--- config.mk ---
export PLATFORM = sky130hd
export DESIGN_NAME = res_rail_seq
export DESIGN_NICKNAME = d
export VERILOG_FILES = /design/src/hw/res_pkg.sv /design/src/hw/res_rail_seq.sv
export SDC_FILE = /design/constraint.sdc
export NUM_CORES = 1
export LEC_CHECK = 0
export BUFFER_PORTS_ARGS = -buffer_cell sky130_fd_sc_hd__buf_2
export CORE_MARGIN = 2
export CORE_UTILIZATION = 53
export DETAILED_ROUTE_END_ITERATION = 10
export GPL_TIMING_DRIVEN = 0
export PLACE_DENSITY = 0.78
export SLEW_MARGIN = 10
export SYNTH_ARGS = -nofsm -noshare
export SYNTH_HDL_FRONTEND = slang
export SYNTH_SLANG_ARGS = --single-unit
--- constraint.sdc ---
create_clock -name clk -period 2.65 [get_ports clk]
set_input_delay 0.1325 -clock clk [delete_from_list [all_inputs] [get_ports clk]]
set_output_delay 0.1325 -clock clk [all_outputs]
set_load 0.02 [all_outputs]
--- src/hw/res_pkg.sv ---
// constants of the rail enable and sequencing register block
package res_pkg;
  // ******************************************
  // register offsets
  // ******************************************
  localparam logic [7:0] ADDR_OUTPUT_ENABLE = 8'h03;
  localparam logic [7:0] ADDR_CONVERTER_MODE = 8'h04;
  localparam logic [7:0] ADDR_RAIL12_WAKE = 8'h05;
  // ******************************************
  // reset values and masks
  // ******************************************
  localparam logic [7:0] RST_OUTPUT_ENABLE = 8'h00;
  localparam logic [7:0] RST_CONVERTER_MODE = 8'h00;
  localparam logic [7:0] RST_RAIL12_WAKE = 8'h56;
  localparam logic [7:0] ENABLE_ALL_ON = 8'hfe;
  localparam logic [7:0] ENABLE_WR_MASK = 8'hfe;
  localparam logic [7:0] MODE_WR_MASK = 8'he0;
  // ******************************************
  // field positions
  // ******************************************
  localparam int BIT_MASTER = 7;
  localparam int BIT_RAIL1 = 6;
  localparam int BIT_RAIL2 = 5;
  localparam int BIT_RAIL3 = 4;
  localparam int BIT_LINREG = 3;
  localparam int BIT_EXT1 = 2;
  localparam int BIT_EXT2 = 1;
  localparam int BIT_RAIL1_PWM = 7;
  localparam int BIT_RAIL2_PWM = 6;
  localparam int BIT_RAIL3_PWM = 5;
  localparam int SLOT1_LSB = 5;
  localparam int BIT_RAIL1_KEEP = 4;
  localparam int SLOT2_LSB = 1;
  localparam int BIT_RAIL2_KEEP = 0;
  // ******************************************
  // timing
  // ******************************************
  localparam int CLK_MHZ = 50;
  localparam int WAKE_BASE_US = 150;
  localparam int WAKE_STEP_US = 512;
  localparam int WAKE_BASE_CYC = WAKE_BASE_US * CLK_MHZ;
  localparam int WAKE_STEP_CYC = WAKE_STEP_US * CLK_MHZ;
  localparam int CNT_W = 18;
  // ******************************************
  // sequencer states
  // ******************************************
  typedef enum logic [3:0] {
    ST_IDLE  = 4'h1,
    ST_SEQ   = 4'h2,
    ST_ON    = 4'h4,
    ST_SLEEP = 4'h8
  } res_state_t;
endpackage

--- src/hw/res_rail_seq.sv ---
// rail enable, converter mode and wake sequencing registers
// Notes on behaviour
// - enable register, one bit per output
// - after power-up all enables set to one
// - master write zero clears register, rails off, except in the cycle the power-up sequence starts
// - master write one while off (idle, after power-up) resequences all rails
// - mode bits select forced pwm per rail
// - rail rises 150us plus slot times 512us
// - rail1 slot 7:5, rail2 slot 3:1
// - keep bit chooses rail on in sleep
module res_rail_seq #(
  parameter int BASE_CYC = res_pkg::WAKE_BASE_CYC,
  parameter int STEP_CYC = res_pkg::WAKE_STEP_CYC
) (
  // clock and reset
  input  wire logic       clk,
  input  wire logic       reset_n,
  // device pins
  input  wire logic       power_up_done,
  input  wire logic       sleep_req,
  // register port
  input  wire logic [7:0] reg_addr,
  input  wire logic [7:0] reg_wdata,
  input  wire logic       reg_write,
  input  wire logic       reg_read,
  output logic      [7:0] reg_rdata,
  // rail controls
  output logic            rail1_on,
  output logic            rail2_on,
  output logic            rail3_on,
  output logic            linreg_on,
  output logic            ext1_on,
  output logic            ext2_on,
  output logic            rail1_pwm,
  output logic            rail2_pwm,
  output logic            rail3_pwm,
  output logic            seq_busy
);
  // ******************************************
  // state
  // ******************************************
  typedef struct packed {
    res_pkg::res_state_t           fsm;
    logic [7:0]                    en;
    logic [7:0]                    mode;
    logic [7:0]                    ctl;
    logic [res_pkg::CNT_W-1:0]     count;
    logic                          pu_s1;
    logic                          pu_s2;
    logic                          sl_s1;
    logic                          sl_s2;
    logic                          pu_seen;
    logic [7:0]                    rdata;
    logic [5:0]                    rails;
    logic                          busy;
  } res_regs_t;

  res_regs_t s;
  res_regs_t next_s;

  function automatic logic [res_pkg::CNT_W-1:0] wake_cycles(input logic [2:0] slot);
    return res_pkg::CNT_W'(BASE_CYC + int'(slot) * STEP_CYC);
  endfunction

  logic [2:0] slot1;
  logic [2:0] slot2;
  logic       wr_en;
  logic       wr_mode;
  logic       wr_ctl;
  assign slot1 = s.ctl[res_pkg::SLOT1_LSB +: 3];
  assign slot2 = s.ctl[res_pkg::SLOT2_LSB +: 3];
  assign wr_en = reg_write && reg_addr == res_pkg::ADDR_OUTPUT_ENABLE;
  assign wr_mode = reg_write && reg_addr == res_pkg::ADDR_CONVERTER_MODE;
  assign wr_ctl = reg_write && reg_addr == res_pkg::ADDR_RAIL12_WAKE;

  // ******************************************
  // next state
  // ******************************************
  always_comb begin
    logic up1;
    logic up2;
    logic up0;
    up1 = 1'b0;
    up2 = 1'b0;
    up0 = 1'b0;
    next_s = s;
    next_s.pu_s1 = power_up_done;
    next_s.pu_s2 = s.pu_s1;
    next_s.sl_s1 = sleep_req;
    next_s.sl_s2 = s.sl_s1;
    if (reg_read) begin
      unique case (reg_addr)
        res_pkg::ADDR_OUTPUT_ENABLE:  next_s.rdata = s.en;
        res_pkg::ADDR_CONVERTER_MODE: next_s.rdata = s.mode;
        res_pkg::ADDR_RAIL12_WAKE:    next_s.rdata = s.ctl;
        default:                      next_s.rdata = 8'h00;
      endcase
    end
    if (wr_mode) begin
      next_s.mode = reg_wdata & res_pkg::MODE_WR_MASK;
    end
    if (wr_ctl) begin
      next_s.ctl = reg_wdata;
    end
    // the host may write any value; bit 0 is cleared, bits 7:1 are stored as given with master set (idle after power-up sets all), master zero clears all
    if (wr_en) begin
      next_s.en = reg_wdata & res_pkg::ENABLE_WR_MASK;
    end
    // counter saturates so a long stay in the sequence cannot wrap
    if (s.count != {res_pkg::CNT_W{1'b1}}) begin
      next_s.count = s.count + 1'b1;
    end
    up0 = s.count >= wake_cycles(3'h0);
    up1 = s.count >= wake_cycles(slot1);
    up2 = s.count >= wake_cycles(slot2);
    unique case (s.fsm)
      res_pkg::ST_IDLE: begin
        next_s.rails = 6'h00;
        if (s.pu_s2 && !s.pu_seen) begin
          next_s.pu_seen = 1'b1;
          next_s.en = res_pkg::ENABLE_ALL_ON;
          next_s.fsm = res_pkg::ST_SEQ;
          next_s.count = '0;
        end else if (wr_en && reg_wdata[res_pkg::BIT_MASTER] && s.pu_seen) begin
          next_s.en = res_pkg::ENABLE_ALL_ON;
          next_s.fsm = res_pkg::ST_SEQ;
          next_s.count = '0;
        end
      end
      res_pkg::ST_SEQ: begin
        // rails not timed by this block come up with the first slot
        // rails kept alive through sleep stay up on wake rather than dropping and rising again
        next_s.rails = (s.rails & s.en[6:1])
                       | {s.en[res_pkg::BIT_RAIL1] & up1, s.en[res_pkg::BIT_RAIL2] & up2,
                          s.en[res_pkg::BIT_RAIL3] & up0, s.en[res_pkg::BIT_LINREG] & up0,
                          s.en[res_pkg::BIT_EXT1] & up0, s.en[res_pkg::BIT_EXT2] & up0};
        if (up1 && up2) begin
          next_s.fsm = res_pkg::ST_ON;
        end
      end
      res_pkg::ST_ON: begin
        next_s.rails = s.en[6:1];
        if (s.sl_s2) begin
          next_s.fsm = res_pkg::ST_SLEEP;
        end
      end
      res_pkg::ST_SLEEP: begin
        next_s.rails = s.en[6:1];
        next_s.rails[5] = s.en[res_pkg::BIT_RAIL1] & s.ctl[res_pkg::BIT_RAIL1_KEEP];
        next_s.rails[4] = s.en[res_pkg::BIT_RAIL2] & s.ctl[res_pkg::BIT_RAIL2_KEEP];
        if (!s.sl_s2) begin
          next_s.fsm = res_pkg::ST_SEQ;
          next_s.count = '0;
        end
      end
      default: begin
        next_s.fsm = res_pkg::ST_IDLE;
      end
    endcase
    // master off wins over anything else in the same cycle, power-up excepted
    if (wr_en && !reg_wdata[res_pkg::BIT_MASTER] && !(s.fsm == res_pkg::ST_IDLE && s.pu_s2 && !s.pu_seen)) begin
      next_s.en = 8'h00;
      next_s.rails = 6'h00;
      next_s.fsm = res_pkg::ST_IDLE;
    end
    next_s.busy = next_s.fsm == res_pkg::ST_SEQ;
  end

  always_ff @(posedge clk or negedge reset_n) begin
    if (!reset_n) begin
      s <= '{fsm: res_pkg::ST_IDLE, en: res_pkg::RST_OUTPUT_ENABLE, mode: res_pkg::RST_CONVERTER_MODE,
             ctl: res_pkg::RST_RAIL12_WAKE, default: '0};
    end else begin
      s <= next_s;
    end
  end

  assign reg_rdata = s.rdata;
  assign {rail1_on, rail2_on, rail3_on, linreg_on, ext1_on, ext2_on} = s.rails;
  assign rail1_pwm = s.mode[res_pkg::BIT_RAIL1_PWM];
  assign rail2_pwm = s.mode[res_pkg::BIT_RAIL2_PWM];
  assign rail3_pwm = s.mode[res_pkg::BIT_RAIL3_PWM];
  assign seq_busy = s.busy;
endmodule

==> impl_results.md <==
- Outcome: finished, violations left
- Failing checks: setup timing
- CTS tree: yes
- Count of final max-slew check failures: 0
- Max-slew headroom: 27.0%
- Antenna cell count: 0
- TritonCTS buffer count: 9
- Setup crit start kind: register
- Area grow syn2layout: 20.1%
- IO Port Bufs: 38
- Reg power frac: 42.8%
- WP data arrival: 3.04 ns
- Max FFs per register: 41
- #FFs+latches synth: 61
- Area of placed instances: 4120 µm²
- Die W: slightly below 90 µm
- Maximum clock rate: between 0.3 and 0.4 GHz
- Comb pwr share: roughly a quarter
- RSZ-0062 raised after global routing: yes
- Crit Path Category: register to register
- Critical path fanouts, max: 3
- Worst Tran Pin Value: 1.08 ns
- Core area: 6830 µm²
- Pint: 1.87 mW
- Number of global-route vias before repair: 2,884
- VDD IR-drop max: 0.462 mV
- DRT Pass-1 Iters: 4
- Post-synthesis sequential area ratio: 40.7%
- Post-synthesis cell count: between 300 and 400
- Gr usage total: 22.3%
- Root Buffer: clkbuf_8
- Post-synth top area share: 37.2%
- WL/cell: 15.5 µm
- Initial antenna violation count: 0
- Synth Area per Inst: 9.72 µm²
- Fin crit share: 105%
- Fin worst setup slack: -0.121 ns
- Placed Cells: 522
- Total Power: 2.75 mW
- Post-synthesis net count: 448
- Synth Warn #: 0
- Asr flop ratio synth: between 90% and 100%
- Layout Cells excl Fill: 548
- Die footprint: just under 8000 µm²
- ANT nets after route: 0
- Post-route minimum period: 2.77 ns
- Vias: 3,031
- GRT overflow: 0
- Clk network pwr share: approximately a third
- CP Capture Type: register
- CP most frequent cell: ha_4
- Largest net degree at the start of global routing: 62
- DR DRC count: 0
- CP max-delay cell: dfstp_2
- Most frequent cell after synthesis: dfrtp_1
- Synth top area cells: dfrtp_1 37%, ha_1 13%, nand2_1 4.4%
- Hold Vio Cnt, Final: 0
- CP Cell Sequence: inv_4 > ha_4 > ha_4 > ha_4 > nand3_2 > a21oi_2 > xor2_1 > ha_1 > nand2_1 > nor2_1 > a211oi_2 > o21ai_2 > a21boi_2 > o21a_1
- Reg clk slew, reported paths: about 0.080 ns
- # setup viols final: 4
- CP max stage delay: 0.56 ns
- DRT Wirelength: 8490 µm
- Bufs and invs on worst path: 1
- Min-delay worst type: input port to register
- Area leader, netlist: dfrtp_1
- Final instance area: 4530 µm²
- Pleak: 2.11 nW
- Crit-path leading delay family: adder cells
- First-pass GRT wire length: around 13,000 µm
- Setup WS pre-CTS: -0.379 ns
- CTS Sinks: 61
- Starting DRT DRC Count: 231
- Htree depth: 3
- Starting density of the core: 55.2%
- Max Clock Skew: 0.0112 ns
- Post-synth EDFFs: 0
- IO Pins: 40
- Layout Nets: slightly above 500
- Setup TNS: -0.402 ns
- DP HPWL: 5870 µm
- Netlist cell types: 56
- Switch share: 31.9%
- DIE HEIGHT: slightly below 90 µm
- Synth cell count leaders: 56 x dfrtp_1, 44 x nand2_1, 38 x ha_1, 37 x nor2_1, 20 x inv_1
- Layout cells sized above 1: between 20 and 30%
- Final GP Congestion: 0.849
- Clock Tree Buf Depth: 2
- Top FF cell, synth: dfrtp_1
- Clk_lat worst skew: 0.34 ns
- PD cells: roughly 610 nW/µm²
- Area of the mapped netlist: 3770 µm²
- Switching power: 878 µW
- Num rows: 30
- Worst Path Required: 2.92 ns
- Reg with most FFs: s
- Max Cap Viol: 0
- Routed vias/inst: 5.53
## placed cells by master (no fill, tap or decap), types with 5 or more instances in the layout
cell and count:
a22oi_1 5, clkbuf_1 8, ha_1 32, buf_4 15, nand3_1 6, nor2_1 37
nor3_1 7, a31oi_1 9, ha_4 6, xor2_1 14, dfstp_2 5, mux2_2 11
o21ai_0 6, xnor2_1 11, dfrtp_1 54, and3_1 7, inv_1 16, o22ai_1 10
buf_2 41, a21o_1 5, nand2_1 43, clkbuf_8 9, a21oi_1 9, a21oi_2 5
nand4_1 9
## power groups by stage
stage	sequential, mW	clock [mW]	combinational (mW)
final	1.18	0.907	0.666
after global routing	1.20	0.959	0.752
after CTS	1.18	0.921	0.621
after detailed placement	1.19	0	0.600
after global placement	1.19	0	0.573
after floorplan	1.17	0	0.435
## per-stage QoR
step	util, %	hold slack [ns]
after floorplan	-	-0.163
after global placement	60.2	0.243
after detailed placement	60.3	0.242
after CTS	64.7	0.00896
after global routing	66.3	0.0192
final	66.3	0.0160
## worst paths after layout
check / start / endpoint / slack, ns / cells past startpoint
worst max-delay path: s[40]$_DFFE_PN1P_ / seq_busy$_DFF_PN0_ / -0.12 / 14
worst min-delay path: reg_wdata[0] / s[38]$_DFFE_PN0P_ / 0.02 / 2
worst max register to register: s[40]$_DFFE_PN1P_ / seq_busy$_DFF_PN0_ / -0.12 / 14
worst min register to register: next_s[18]$_DFF_PN0_ / s[18]$_DFF_PN0_ / 0.36 / 0
max in group asynchronous: reset_n / s[41]$_DFFE_PN0P_ / 1.69 / 2
min in group asynchronous: reset_n / s[28]$_DFF_PN0_ / 0.40 / 2
## layer usage
| layer | part of all wire (%) | GRT usage (%) | vias to the layer above |
|---|---|---|---|
| li1 | - | - | 1493 |
| met1 | 44 | 31.1 | 1445 |
| met2 | 49 | 34.5 | 81 |
| met3 | 6.2 | 5.32 | 12 |
| met4 | 1.2 | 7.44 | 0 |
| met5 | 0 | 0 | - |
## what timing repair did
action / 4_1_cts / 5_1_grt
hold buffers: 3 / 0
hold endpoints to repair: 58 / 0
resized for setup: 6 / 19
pin swaps: 8 / 15
setup endpoints to repair: 5 / 5
gates cloned: 0 / 0
buffers inserted: 4 / 3
## final cells by class
class / count / area (µm²)
multi-input cells: 286 / 2170
repair buffers: 48 / 288
plain buffers: 21 / 121
clock inverters: 6 / 86.3
inverters: 20 / 80.1
well taps: 96 / 120
clock buffers: 10 / 128
fillers: 528 / 2300
flip-flops and latches: 61 / 1540
## logic make-up (layout without fill, tap and decap cells)
family / count (synthesis) / in the layout / share of synthesized area [%]
buf+inv: 41 / 105 / 5.18
flops: 61 / 61 / 40.7
fa+ha+maj: 38 / 38 / 12.6
xor+xnor: 25 / 25 / 5.81
compound gates: 75 / 75 / 13.5
simple gates: 136 / 136 / 18.7
mux: 12 / 12 / 3.55
Note: power is estimated with default switching activity, not from simulation.
